===== src/design/adc_ctrl_params.svh =====
// Contract
// - convert strobe falling edge starts timed conversion
// - serial clock falling edge presents next bit, MSB first
// - supply drop resets, recovery reinitialises
// - two pulses, clock idle, enter nap
// - serial clock rising edge leaves nap
// - two more pulses move nap to sleep
// - cmos mode: clock rising edge leaves sleep
// - lvds: fifth pulse leaves sleep
// - fifth pulse also leaves sleep in cmos
// - idle clock: states cycle on pulses forever
// - mode pin selects cmos or lvds
`ifndef ADC_CTRL_PARAMS_SVH
`define ADC_CTRL_PARAMS_SVH

// ****************************************************************
// clock and timing
// ****************************************************************
`define REF_CLK_MHZ     25
`define CONV_TIME_NS    300
`define CONV_CYC        ((`CONV_TIME_NS * `REF_CLK_MHZ + 999) / 1000)
`define SETTLE_TIME_MS  10
`define SETTLE_CYC      (`SETTLE_TIME_MS * 1000 * `REF_CLK_MHZ)

// ****************************************************************
// result and power sequencing
// ****************************************************************
`define RESULT_BITS     16
`define NAP_PULSE_CNT   3'h2
`define SLEEP_PULSE_CNT 3'h4
`define WAKE_PULSE_CNT  3'h5
`define MODE_LVDS_LEVEL 1'b1

`endif


===== src/design/adc_ctrl_pkg.sv =====
package adc_ctrl_pkg;

  // ****************************************************************
  // power states of the converter
  // ****************************************************************
  typedef enum logic [1:0] {
    PWR_OPER,
    PWR_NAP,
    PWR_SLEEP
  } power_state_t;

endpackage


===== src/design/adc_conv_ctrl.sv =====
`timescale 1ns/1ns
`include "adc_ctrl_params.svh"
module adc_conv_ctrl #(
  parameter int SETTLE_CYCLES = `SETTLE_CYC, // reference settling, clocks
  parameter int CONV_CYCLES   = `CONV_CYC    // conversion length, clocks
) (
  input  wire logic                    ref_clk,
  input  wire logic                    rst_n,
  input  wire logic                    convert_strobe_n,
  input  wire logic                    sck_in,
  input  wire logic                    iface_mode_sel,
  input  wire logic                    supply_ok,
  input  wire logic [`RESULT_BITS-1:0] sample_data,
  output logic                         sample_start,
  output logic                         conv_busy,
  output logic                         result_valid,
  output logic                         sdo_p,
  output logic                         sdo_n,
  output logic [1:0]                   power_state,
  output logic                         nap_active,
  output logic                         sleep_active,
  output logic                         ref_ready
);

  localparam int SW = $clog2(SETTLE_CYCLES + 1);
  localparam int BW = $clog2(`RESULT_BITS + 1);

  // refuse settings the counters cannot serve
  if (SETTLE_CYCLES < 1 || CONV_CYCLES < 1)
  begin : g_chk
    $error("adc_conv_ctrl: cycle counts must be at least 1");
  end

  // ****************************************************************
  // pin synchronisers
  // ****************************************************************
  logic cnv_level;                          // synced strobe, unused level
  logic cnv_rise;                           // end of a convert pulse
  logic cnv_fall;                           // start of a convert pulse
  logic sck_level;                          // synced serial clock
  logic sck_rise;                           // wake edge
  logic sck_fall;                           // shift edge
  logic mode_level;                         // synced mode pin
  logic supply_level;                       // synced supply monitor
  logic supply_fail;                        // supply below threshold

  // strobe idles high, so reset its chain high to avoid a false edge
  edge_sync #(.RESET_LEVEL(1'b1)) u_cnv_sync (
    .ref_clk (ref_clk),
    .rst_n   (rst_n),
    .pin_in  (convert_strobe_n),
    .level   (cnv_level),
    .rise    (cnv_rise),
    .fall    (cnv_fall)
  );

  // serial clock is sampled, not used as a clock
  edge_sync #(.RESET_LEVEL(1'b0)) u_sck_sync (
    .ref_clk (ref_clk),
    .rst_n   (rst_n),
    .pin_in  (sck_in),
    .level   (sck_level),
    .rise    (sck_rise),
    .fall    (sck_fall)
  );

  // interface mode pin
  edge_sync #(.RESET_LEVEL(1'b0)) u_mode_sync (
    .ref_clk (ref_clk),
    .rst_n   (rst_n),
    .pin_in  (iface_mode_sel),
    .level   (mode_level),
    .rise    (),
    .fall    ()
  );

  // supply monitor, treated as failed until seen good
  edge_sync #(.RESET_LEVEL(1'b0)) u_sup_sync (
    .ref_clk (ref_clk),
    .rst_n   (rst_n),
    .pin_in  (supply_ok),
    .level   (supply_level),
    .rise    (),
    .fall    ()
  );

  assign supply_fail = ~supply_level;

  // ****************************************************************
  // conversion timing
  // ****************************************************************
  logic conv_start;                         // falling strobe edge, supply good
  logic conv_done;                          // conversion finished

  assign conv_start = cnv_fall & supply_level;

  // internally timed conversion, no host clock involved
  conv_timer #(.CYCLES(CONV_CYCLES)) u_timer (
    .ref_clk (ref_clk),
    .rst_n   (rst_n),
    .start   (conv_start),
    .abort   (supply_fail),
    .busy    (conv_busy),
    .done    (conv_done)
  );

  // ****************************************************************
  // power state and pulse counting
  // ****************************************************************
  adc_ctrl_pkg::power_state_t state_ff;     // current power state
  adc_ctrl_pkg::power_state_t nxt_state;
  logic [2:0]                 pulse_cnt_ff; // strobes since last clock edge
  logic [2:0]                 nxt_pulse_cnt;
  logic                       lvds_mode;    // lvds interface chosen
  logic                       sleep_exit;   // leaving sleep this cycle

  assign lvds_mode = (mode_level == `MODE_LVDS_LEVEL);

  // next power state
  always_comb
  begin
    nxt_state     = state_ff;
    nxt_pulse_cnt = pulse_cnt_ff;
    sleep_exit    = 1'b0;
    if (supply_fail)
    begin
      // supply loss restarts from full power
      nxt_state     = adc_ctrl_pkg::PWR_OPER;
      nxt_pulse_cnt = 3'h0;
    end
    else if (sck_rise)
    begin
      unique case (state_ff)
        adc_ctrl_pkg::PWR_OPER:
        begin
          // clock activity keeps the part awake
          nxt_pulse_cnt = 3'h0;
        end
        adc_ctrl_pkg::PWR_NAP:
        begin
          // one rising clock edge ends nap
          nxt_state     = adc_ctrl_pkg::PWR_OPER;
          nxt_pulse_cnt = 3'h0;
        end
        adc_ctrl_pkg::PWR_SLEEP:
        begin
          // clock wake only in cmos mode
          if (!lvds_mode)
          begin
            nxt_state     = adc_ctrl_pkg::PWR_OPER;
            nxt_pulse_cnt = 3'h0;
            sleep_exit    = 1'b1;
          end
        end
        default:
        begin
          // illegal code recovers to full power
          nxt_state     = adc_ctrl_pkg::PWR_OPER;
          nxt_pulse_cnt = 3'h0;
        end
      endcase
    end
    else if (cnv_rise)
    begin
      // count strobes while the serial clock stays idle
      nxt_pulse_cnt = pulse_cnt_ff + 3'h1;
      unique case (state_ff)
        adc_ctrl_pkg::PWR_OPER:
        begin
          // second rising strobe edge enters nap
          if (nxt_pulse_cnt == `NAP_PULSE_CNT)
          begin
            nxt_state = adc_ctrl_pkg::PWR_NAP;
          end
        end
        adc_ctrl_pkg::PWR_NAP:
        begin
          // two more strobes enter sleep
          if (nxt_pulse_cnt == `SLEEP_PULSE_CNT)
          begin
            nxt_state = adc_ctrl_pkg::PWR_SLEEP;
          end
        end
        adc_ctrl_pkg::PWR_SLEEP:
        begin
          // fifth strobe wakes in either mode, then cycle restarts
          if (nxt_pulse_cnt == `WAKE_PULSE_CNT)
          begin
            nxt_state     = adc_ctrl_pkg::PWR_OPER;
            nxt_pulse_cnt = 3'h0;
            sleep_exit    = 1'b1;
          end
        end
        default:
        begin
          nxt_state     = adc_ctrl_pkg::PWR_OPER;
          nxt_pulse_cnt = 3'h0;
        end
      endcase
    end
  end

  // register stage of the power state
  always_ff @(posedge ref_clk or negedge rst_n)
  begin
    if (!rst_n)
    begin
      state_ff     <= adc_ctrl_pkg::PWR_OPER;
      pulse_cnt_ff <= 3'h0;
    end
    else
    begin
      state_ff     <= nxt_state;
      pulse_cnt_ff <= nxt_pulse_cnt;
    end
  end

  assign power_state  = state_ff;
  assign nap_active   = (state_ff == adc_ctrl_pkg::PWR_NAP);
  assign sleep_active = (state_ff == adc_ctrl_pkg::PWR_SLEEP);

  // ****************************************************************
  // reference settling after reset, supply loss or sleep
  // ****************************************************************
  logic [SW-1:0] settle_cnt_ff;             // clocks since restart
  logic          ready_ff;                  // settling complete
  logic [SW-1:0] nxt_settle_cnt;
  logic          nxt_ready;

  // next settling values
  always_comb
  begin
    nxt_settle_cnt = settle_cnt_ff;
    nxt_ready      = ready_ff;
    if (supply_fail || sleep_exit)
    begin
      // restart the wait
      nxt_settle_cnt = '0;
      nxt_ready      = 1'b0;
    end
    else if (settle_cnt_ff != SW'(SETTLE_CYCLES))
    begin
      nxt_settle_cnt = settle_cnt_ff + 1'b1;
      nxt_ready      = (nxt_settle_cnt == SW'(SETTLE_CYCLES));
    end
  end

  // register stage of the settling timer
  always_ff @(posedge ref_clk or negedge rst_n)
  begin
    if (!rst_n)
    begin
      settle_cnt_ff <= '0;
      ready_ff      <= 1'b0;
    end
    else
    begin
      settle_cnt_ff <= nxt_settle_cnt;
      ready_ff      <= nxt_ready;
    end
  end

  assign ref_ready = ready_ff;

  // ****************************************************************
  // result capture and serial readout
  // ****************************************************************
  logic [`RESULT_BITS-1:0] shift_ff;        // bits still to send
  logic [BW-1:0]           bit_cnt_ff;      // bits sent so far
  logic                    sdo_ff;          // current data bit
  logic                    sdo_p_ff;        // true output
  logic                    sdo_n_ff;        // complement, lvds only
  logic                    valid_ff;        // result trusted
  logic                    trust_ff;        // settled when conversion began
  logic                    start_ff;        // core sampling pulse
  logic [`RESULT_BITS-1:0] nxt_shift;
  logic [BW-1:0]           nxt_bit_cnt;
  logic                    nxt_sdo;
  logic                    nxt_valid;
  logic                    nxt_trust;

  // next readout values
  always_comb
  begin
    nxt_shift   = shift_ff;
    nxt_bit_cnt = bit_cnt_ff;
    nxt_sdo     = sdo_ff;
    nxt_valid   = valid_ff;
    nxt_trust   = trust_ff;
    if (supply_fail)
    begin
      nxt_shift   = '0;
      nxt_bit_cnt = BW'(`RESULT_BITS);
      nxt_sdo     = 1'b0;
      nxt_valid   = 1'b0;
      nxt_trust   = 1'b0;
    end
    else if (conv_done)
    begin
      // this conversion's own result, no pipeline
      nxt_shift   = sample_data;
      nxt_bit_cnt = '0;
      nxt_sdo     = 1'b0;
      nxt_valid   = trust_ff;
      nxt_trust   = conv_start ? ready_ff : trust_ff;  // strobe landing on the load is still judged
    end
    else if (conv_start)
    begin
      // new conversion drops the old result
      nxt_valid = 1'b0;
      nxt_trust = ready_ff;
    end
    else if (sck_fall && bit_cnt_ff != BW'(`RESULT_BITS))
    begin
      // msb first, one bit per falling edge
      nxt_sdo     = shift_ff[`RESULT_BITS-1];
      nxt_shift   = {shift_ff[`RESULT_BITS-2:0], 1'b0};
      nxt_bit_cnt = bit_cnt_ff + 1'b1;
    end
    else if (sck_fall)
    begin
      // past the last bit, line returns low
      nxt_sdo = 1'b0;
    end
  end

  // register stage of the readout
  always_ff @(posedge ref_clk or negedge rst_n)
  begin
    if (!rst_n)
    begin
      shift_ff   <= '0;
      bit_cnt_ff <= BW'(`RESULT_BITS);
      sdo_ff     <= 1'b0;
      sdo_p_ff   <= 1'b0;
      sdo_n_ff   <= 1'b0;
      valid_ff   <= 1'b0;
      trust_ff   <= 1'b0;
      start_ff   <= 1'b0;
    end
    else
    begin
      shift_ff   <= nxt_shift;
      bit_cnt_ff <= nxt_bit_cnt;
      sdo_ff     <= nxt_sdo;
      sdo_p_ff   <= nxt_sdo;
      sdo_n_ff   <= lvds_mode & ~nxt_sdo;
      valid_ff   <= nxt_valid;
      trust_ff   <= nxt_trust;
      start_ff   <= conv_start;
    end
  end

  assign sdo_p        = sdo_p_ff;
  assign sdo_n        = sdo_n_ff;
  assign result_valid = valid_ff;
  assign sample_start = start_ff;

endmodule


===== src/design/edge_sync.sv =====
`timescale 1ns/1ns
module edge_sync #(
  parameter logic RESET_LEVEL = 1'b0        // idle level of the pin
) (
  input  wire logic ref_clk,
  input  wire logic rst_n,
  input  wire logic pin_in,                 // asynchronous pin
  output logic      level,                  // synchronised level
  output logic      rise,                   // one-cycle pulse
  output logic      fall                    // one-cycle pulse
);

  // ****************************************************************
  // two-stage synchroniser plus edge history
  // ****************************************************************
  logic meta_ff;                            // first stage, read only by sync_ff
  logic sync_ff;                            // second stage
  logic prev_ff;                            // previous synced level
  logic nxt_meta;
  logic nxt_sync;
  logic nxt_prev;

  // next values of the chain
  always_comb
  begin
    nxt_meta = pin_in;
    nxt_sync = meta_ff;
    nxt_prev = sync_ff;
  end

  // register stage
  always_ff @(posedge ref_clk or negedge rst_n)
  begin
    if (!rst_n)
    begin
      meta_ff <= RESET_LEVEL;
      sync_ff <= RESET_LEVEL;
      prev_ff <= RESET_LEVEL;
    end
    else
    begin
      meta_ff <= nxt_meta;
      sync_ff <= nxt_sync;
      prev_ff <= nxt_prev;
    end
  end

  assign level = sync_ff;
  assign rise  = sync_ff & ~prev_ff;
  assign fall  = ~sync_ff & prev_ff;

endmodule


===== src/design/conv_timer.sv =====
`timescale 1ns/1ns
`include "adc_ctrl_params.svh"
module conv_timer #(
  parameter int CYCLES = `CONV_CYC          // conversion length in clocks
) (
  input  wire logic ref_clk,
  input  wire logic rst_n,
  input  wire logic start,                  // begin a conversion
  input  wire logic abort,                  // supply lost
  output logic      busy,                   // conversion running
  output logic      done                    // one-cycle end pulse
);

  localparam int CW = $clog2(CYCLES + 1);

  // refuse a zero-length conversion
  if (CYCLES < 1)
  begin : g_chk
    $error("conv_timer: CYCLES must be at least 1");
  end

  // ****************************************************************
  // down counter timing the conversion internally
  // ****************************************************************
  logic [CW-1:0] cnt_ff;                    // cycles left
  logic          done_ff;                   // end pulse
  logic [CW-1:0] nxt_cnt;
  logic          nxt_done;

  // next counter value
  always_comb
  begin
    nxt_cnt  = cnt_ff;
    nxt_done = 1'b0;
    if (abort)
    begin
      nxt_cnt = '0;
    end
    else if (start)
    begin
      // restart, even over a running conversion
      nxt_cnt = CW'(CYCLES);
    end
    else if (cnt_ff != '0)
    begin
      nxt_cnt  = cnt_ff - 1'b1;
      nxt_done = (cnt_ff == CW'(1));
    end
  end

  // register stage
  always_ff @(posedge ref_clk or negedge rst_n)
  begin
    if (!rst_n)
    begin
      cnt_ff  <= '0;
      done_ff <= 1'b0;
    end
    else
    begin
      cnt_ff  <= nxt_cnt;
      done_ff <= nxt_done;
    end
  end

  assign busy = (cnt_ff != '0);
  assign done = done_ff;

endmodule


===== config.mk =====
export PLATFORM = sky130hd
export DESIGN_NAME = adc_conv_ctrl
export DESIGN_NICKNAME = d
export VERILOG_FILES = /design/src/design/adc_ctrl_pkg.sv /design/src/design/adc_conv_ctrl.sv /design/src/design/edge_sync.sv /design/src/design/conv_timer.sv
export VERILOG_INCLUDE_DIRS = /design/src /design/src/design
export SDC_FILE = /design/constraint.sdc
export NUM_CORES = 1
export LEC_CHECK = 0
export ABC_CLOCK_PERIOD_IN_PS = 4000
export BUFFER_PORTS_ARGS = -buffer_cell sky130_fd_sc_hd__buf_4
export CAP_MARGIN = 30
export CORE_AREA = 2 2 82 84
export CTS_CLUSTER_SIZE = 24
export DETAILED_ROUTE_END_ITERATION = 8
export DIE_AREA = 0 0 84 86
export PLACE_DENSITY_LB_ADDON = 0.2
export RECOVER_POWER = 25
export SKIP_LAST_GASP = 1
export SYNTH_ARGS = -nofsm -noshare
export SYNTH_HDL_FRONTEND = slang
export SYNTH_SLANG_ARGS = --single-unit

===== constraint.sdc =====
create_clock -name ref_clk -period 4 [get_ports ref_clk]
set_input_delay 0.8 -clock ref_clk [delete_from_list [all_inputs] [get_ports ref_clk]]
set_output_delay 0.8 -clock ref_clk [all_outputs]
set_load 0.01 [all_outputs]

==> results of run 1 <==
==> routing by layer <==
metal	wire length, um	up-vias	global-route usage [%]
met3	259	9	3.27
met2	2940	48	30.7
met4	106	0	8.21
met1	2960	1181	25.2
li1	-	1257	-
met5	0	-	0
==> through the flow <==
stage	utilization, %	power, mW	setup slack, ps	hold slack, ps
after floorplan	-	0.949	1780	331
after global routing	61.3	1.69	1090	361
after CTS	61.3	1.62	1280	354
final	61.3	1.60	1300	347
after detailed placement	58.2	1.06	1300	340
after global placement	58.2	1.05	1380	332
==> flip-flops by register name, summed over array words and instances, names as in the netlist, 2 cells and up <==
signal,cells
power_state,2
pulse_cnt_ff,3
shift_ff,16
settle_cnt_ff,18
bit_cnt_ff,5
u_timer.cnt_ff,4
==> layout by cell type, fill, tap and decap left out, drive strengths merged, types with 3 or more instances in the layout <==
cell    count
nand2b      7
clkbuf     17
dfrtp      61
xnor2      11
nand2      22
dfstp       4
xor2       11
nor2       69
nor3        6
nor3b       3
or3         4
nor4        4
nor2b       8
o21ai       5
inv        13
nand3      11
buf        27
a21oi      26
nand4      10
ha         12
mux2i      18
==> path summary, 6_finish.rpt <==
kind | start | to | slack (ps) | cells past startpoint
setup / recovery | pulse_cnt_ff[0] | ref_ready | 1300 | 8
hold / removal | u_sup_sync.meta_ff | u_sup_sync.level | 350 | 0
setup reg to reg | pulse_cnt_ff[0] | ref_ready | 1300 | 8
hold reg to reg | u_sup_sync.meta_ff | u_sup_sync.level | 350 | 0
max in group asynchronous | rst_n | settle_cnt_ff[12] | 2210 | 1
min in group asynchronous | rst_n | bit_cnt_ff[0] | 850 | 1
==> kinds of logic (layout without fill, tap and decap cells) <==
| family | count (synthesis) | after routing | share of synthesized area [%] |
|---|---|---|---|
| simple gates | 157 | 157 | 24.0 |
| buf+inv | 29 | 60 | 3.41 |
| fa+ha+maj | 12 | 12 | 4.44 |
| flops | 65 | 65 | 48.3 |
| compound gates | 45 | 45 | 8.11 |
| xor+xnor | 22 | 22 | 5.70 |
| mux | 20 | 20 | 6.00 |
==> area by class of cell <==
cell class	instances	share of cell area, %
multi-input combinational	256	42.6
clock inverter	3	1.04
sequential	65	42.4
timing repair buffer	32	6.18
tap	77	2.50
clock buffer	12	4.03
inverter	13	1.27
==> worst register-to-register path: stages, from the launching register on <==
cell and delay, ps:
dfrtp_1 410, ha_1 210, ha_1 310, nor2b_1 80, nand4_1 90, o211ai_1 340, or2_1 480, or3_1 430
o32ai_2 260
==> power by group through the flow <==
stage	Clock [mW]	Sequential [mW]	Combinational (mW)
2_1_floorplan	0	0.752	0.197
3_3_place_gp	0	0.765	0.285
3_5_place_dp	0	0.768	0.293
4_1_cts	0.564	0.756	0.296
5_1_grt	0.592	0.764	0.330
6_report	0.552	0.756	0.290
==> flow_summary.json, run 1 <==
{
  "layout.nets": 411,
  "clkSinkCount": 65,
  "syn_to_final_growth_pct": 13.9,
  "crit_top_cell": "ha_1",
  "fillerInstances": 530,
  "tns_ps": 0,
  "max_freq_ghz": 0.370,
  "yosys-top-cells-count": "nor2_1 (69), dfrtp_1 (61), a21oi_1 (26)",
  "ant_nets": 0,
  "synth_nets": 384,
  "antenna_cells": 0,
  "dr_total_vias": 2495,
  "critPathMaxStageDelay_ps": 480,
  "io_pins": 32,
  "fin_cells": 458,
  "path_cells": "ha_1, ha_1, nor2b_1, nand4_1, o211ai_1, or2_1, or3_1, o32ai_2",
  "gp_congestion": 0.801,
  "dp.final_hpwl_mm": 4.20,
  "ys_async_sr_fraction_pct": 100,
  "clockBufferDepth": 2,
  "synth_edf_count": 0,
  "max_slew.worst_pin.slew_ps": 1560,
  "synth.distinct_cells": 51,
  "vias_per_cell": 5.45,
  "yosysWarnings": 0,
  "track_usage_pct": 18.9,
  "cts_tree": "yes",
  "final_area_um2": 3850,
  "yosysTopAreaCell": "dfrtp_1",
  "ys_top_cells_by_area": "dfrtp_1 (45%), nor2_1 (7.7%), mux2i_1 (5.3%)",
  "crit_required_ps": 4230,
  "worst_path_max_delay_cell": "or2_1",
  "grt_overflow_total": 0,
  "min_period_over_period_pct": 67.6,
  "core_um2": 6280,
  "p_int_mw": 1.16,
  "cts_root_buf": "clkbuf_8",
  "die_width_um": 84,
  "synth_area_um2": 3380,
  "routedWlPerCell_um": 13.7,
  "io_buffers": 31,
  "min_path_type": "flop to flop",
  "grt_max_degree": 66,
  "cp_num_buf_inv": 0,
  "leakagePower_nw": 1.71,
  "swShare_pct": 27.7,
  "failed_checks": "max-capacitance violations, max-slew violations",
  "htree_levels": 3,
  "place_area_um2": 3650,
  "num_rows": 29,
  "grt_pass1_wl_mm": 11.0,
  "endpoint_kind": "flop",
  "power_frac_seq_pct": 47.3,
  "clk_pin_slew_ps": 70,
  "drcViolationCount": 0,
  "p_clk_share_pct": 34.5,
  "placed_cells": 443,
  "status": "complete, but fails checks",
  "rsz0062_at_grt": "false",
  "finalSetupViolations": 0,
  "grt_pass1_vias": 2463,
  "multi_input_area_um2": 1640,
  "synth-seq-cells": 65,
  "relSlewSlack_pct": -3.99,
  "drt_wl_total_mm": 6.26,
  "drt-initial-drc-count": 79,
  "cts_setup_buffers": 0,
  "insertion_delay_ps": 330,
  "drive_gt1_share_pct": 15.5,
  "critPathLaunchType": "flop",
  "synth_top_area_share_pct": 45.2,
  "crit_fanout": 11,
  "yosysMostFrequentCell": "nor2_1",
  "hold_viol": 0,
  "p_comb_share_pct": 18.2,
  "ys.flop_type": "dfrtp_1",
  "hold_buffers": 0,
  "finClkSkew_ps": 7.12,
  "cts_buffers": 9,
  "crit_type": "flop to flop",
  "timing.final.crit_period_ps": 2700,
  "power.density_nw_per_um2": 416,
  "syn_avg_cell_area_um2": 9.65,
  "start_util_pct": 53.8,
  "antenna_found_initial": 0,
  "die_y_um": 86,
  "maxSlewViolCount": 66,
  "synth-seq-area-share_pct": 48.3,
  "switching_power_mw": 0.442,
  "regArea_um2": 1630,
  "drv_cap": 1,
  "drt_first_pass_iters": 4,
  "arrival_ps": 2940,
  "path_delay_family": "simple AND/OR/NAND/NOR gates",
  "cts_repair_resize_count": 0,
  "ir_drop_mv": 0.235,
  "synthCells": 350,
  "dieArea_um2": 7220
}
No activity file was read; power rests on OpenSTA's default activity.
==> inputs of run 2 (changes only) <==
--- a/config.mk
+++ b/config.mk
@@ -6,7 +6,7 @@
 export SDC_FILE = /design/constraint.sdc
 export NUM_CORES = 1
 export LEC_CHECK = 0
-export ABC_CLOCK_PERIOD_IN_PS = 4000
+export ABC_CLOCK_PERIOD_IN_PS = 2600
 export BUFFER_PORTS_ARGS = -buffer_cell sky130_fd_sc_hd__buf_4
 export CAP_MARGIN = 30
 export CORE_AREA = 2 2 82 84
==> constraint.sdc (replaced) <==
create_clock -name ref_clk -period 2.6 [get_ports ref_clk]
set_input_delay 0.52 -clock ref_clk [delete_from_list [all_inputs] [get_ports ref_clk]]
set_output_delay 0.52 -clock ref_clk [all_outputs]
set_load 0.01 [all_outputs]
==> flow_summary.json, run 2 (synthesis gave the netlist of run 1 again) <==
{
  "timing.final.crit_period_ps": 2310,
  "finalSetupViolations": 0,
  "grt_pass1_wl_mm": 11.0,
  "cts_repair_resize_count": 0,
  "routedWlPerCell_um": 13.7,
  "layout.nets": 415,
  "fillerInstances": 547,
  "track_usage_pct": 19.3,
  "p_comb_share_pct": 17.9,
  "min_period_over_period_pct": 88.8,
  "layout_common_cells": "nor2_1 (69), dfrtp_1 (61), buf_4 (31)",
  "crit_fanout": 9,
  "antenna_found_initial": 0,
  "top_regs": "settle_cnt_ff (18), shift_ff (16), bit_cnt_ff (5)",
  "endpoint_kind": "flop",
  "start_util_pct": 53.8,
  "layout_commonest_cell": "nor2_1",
  "failed_checks": "max-capacitance violations, max-slew violations",
  "final_area_um2": 3890,
  "critPathLaunchType": "flop",
  "status": "complete, but fails checks",
  "crit_type": "flop to flop",
  "relSlewSlack_pct": -3.95,
  "grt_overflow_total": 0,
  "die_y_um": 86,
  "cts_tree": "yes",
  "drt-initial-drc-count": 164,
  "max_freq_ghz": 0.433,
  "drv_cap": 1,
  "tns_ps": 0,
  "dr_total_vias": 2498,
  "hold_buffers": 0,
  "cts_buffers": 9,
  "dp.final_hpwl_mm": 4.36,
  "num_rows": 29,
  "whs_path_depth": 1,
  "drt_first_pass_iters": 4,
  "antenna_cells": 0,
  "arrival_ps": 2550,
  "drt_wl_total_mm": 6.32,
  "cts_root_buf": "clkbuf_8",
  "place_area_um2": 3680,
  "io_pins": 32,
  "syn_to_final_growth_pct": 15.3,
  "p_clk_share_pct": 36.6,
  "min_path_type": "primary input to flop",
  "grt_max_degree": 66,
  "core_um2": 6280,
  "drive_gt1_share_pct": 16.1,
  "die_width_um": 84,
  "crit_required_ps": 2850,
  "maxSlewViolCount": 66,
  "power_mw": 2.54,
  "dieArea_um2": 7220,
  "largest_register_ffs": 18,
  "rsz0062_at_grt": "false",
  "vias_per_cell": 5.40,
  "finClkSkew_ps": 10.4,
  "clk_pin_slew_ps": 70,
  "grt_pass1_vias": 2439,
  "p_int_mw": 1.86,
  "cts_setup_buffers": 0,
  "drcViolationCount": 0,
  "insertion_delay_ps": 340,
  "hold_viol": 0,
  "htree_levels": 3,
  "leakagePower_nw": 1.74,
  "switching_power_mw": 0.682,
  "gp_congestion": 0.875,
  "reg2reg_depth": 7,
  "swShare_pct": 26.8,
  "power_frac_seq_pct": 45.5,
  "clockBufferDepth": 2,
  "ant_nets": 0,
  "whs_ps": 298,
  "max_slew.worst_pin.slew_ps": 1560,
  "ir_drop_mv": 0.462,
  "clkSinkCount": 65,
  "regMostFlops": "settle_cnt_ff",
  "io_buffers": 31,
  "power.density_nw_per_um2": 653
}
==> run 2: changes by cell type in the layout (fill, tap and decap cells not counted) <==
cell | previous run | this run
clkbuf_1 | 1 | 3
clkbuf_8 | 11 | 10
bufinv_16 | 1 | 2
clkinv_2 | 2 | 1
buf_4 | 27 | 31
==> run 2: final timing paths <==
path / from / to / slack, ps
hold / removal: convert_strobe_n / u_cnv_sync.meta_ff / 300
setup reg to reg: settle_cnt_ff[1] / ref_ready / 290
max in group asynchronous: rst_n / settle_cnt_ff[0] / 1100
min in group asynchronous: rst_n / bit_cnt_ff[0] / 570
hold reg to reg: u_mode_sync.meta_ff / u_mode_sync.level / 340
setup / recovery: settle_cnt_ff[1] / ref_ready / 290
==> run 2: area by class of cell <==
class / instances / area, um^2 / share of cell area (%)
clock buffers: 13 / 149 / 3.82
multi-input cells: 256 / 1640 / 42.0
well taps: 77 / 96.3 / 2.47
clock inverters: 3 / 65.1 / 1.67
inverters: 13 / 48.8 / 1.25
flip-flops and latches: 65 / 1630 / 41.9
repair buffers: 36 / 268 / 6.87
==> run 2: power by group through the flow <==
| stage | clock (mW) | combinational [mW] | sequential (mW) |
|---|---|---|---|
| global route | 1.00 | 0.524 | 1.17 |
| floorplan | 0 | 0.303 | 1.16 |
| global placement | 0 | 0.451 | 1.17 |
| detailed placement | 0 | 0.461 | 1.17 |
| CTS | 0.959 | 0.465 | 1.16 |
| finish | 0.930 | 0.456 | 1.16 |
==> run 2: critical path: stages, from the launching register on <==
cell,delay [ps]
dfrtp_1,470
ha_1,290
nand3_2,220
nor4_4,360
nand3_2,110
xor2_1,160
or3_1,390
o32ai_2,240
==> run 2: metal layers <==
| layer | wire (um) | track usage [%] |
|---|---|---|
| met1 | 3060 | 25.5 |
| met2 | 2950 | 29.7 |
| met3 | 234 | 6.06 |
| met4 | 74 | 8.50 |
| met5 | 0 | 0 |
==> run 2: per-stage QoR <==
stage	cells	setup slack, ps	util [%]
final	463	292	62.0
after global placement	447	375	58.7
after floorplan	350	385	-
after detailed placement	447	314	58.7
after CTS	463	294	62.1
after global routing	463	81.6	62.0
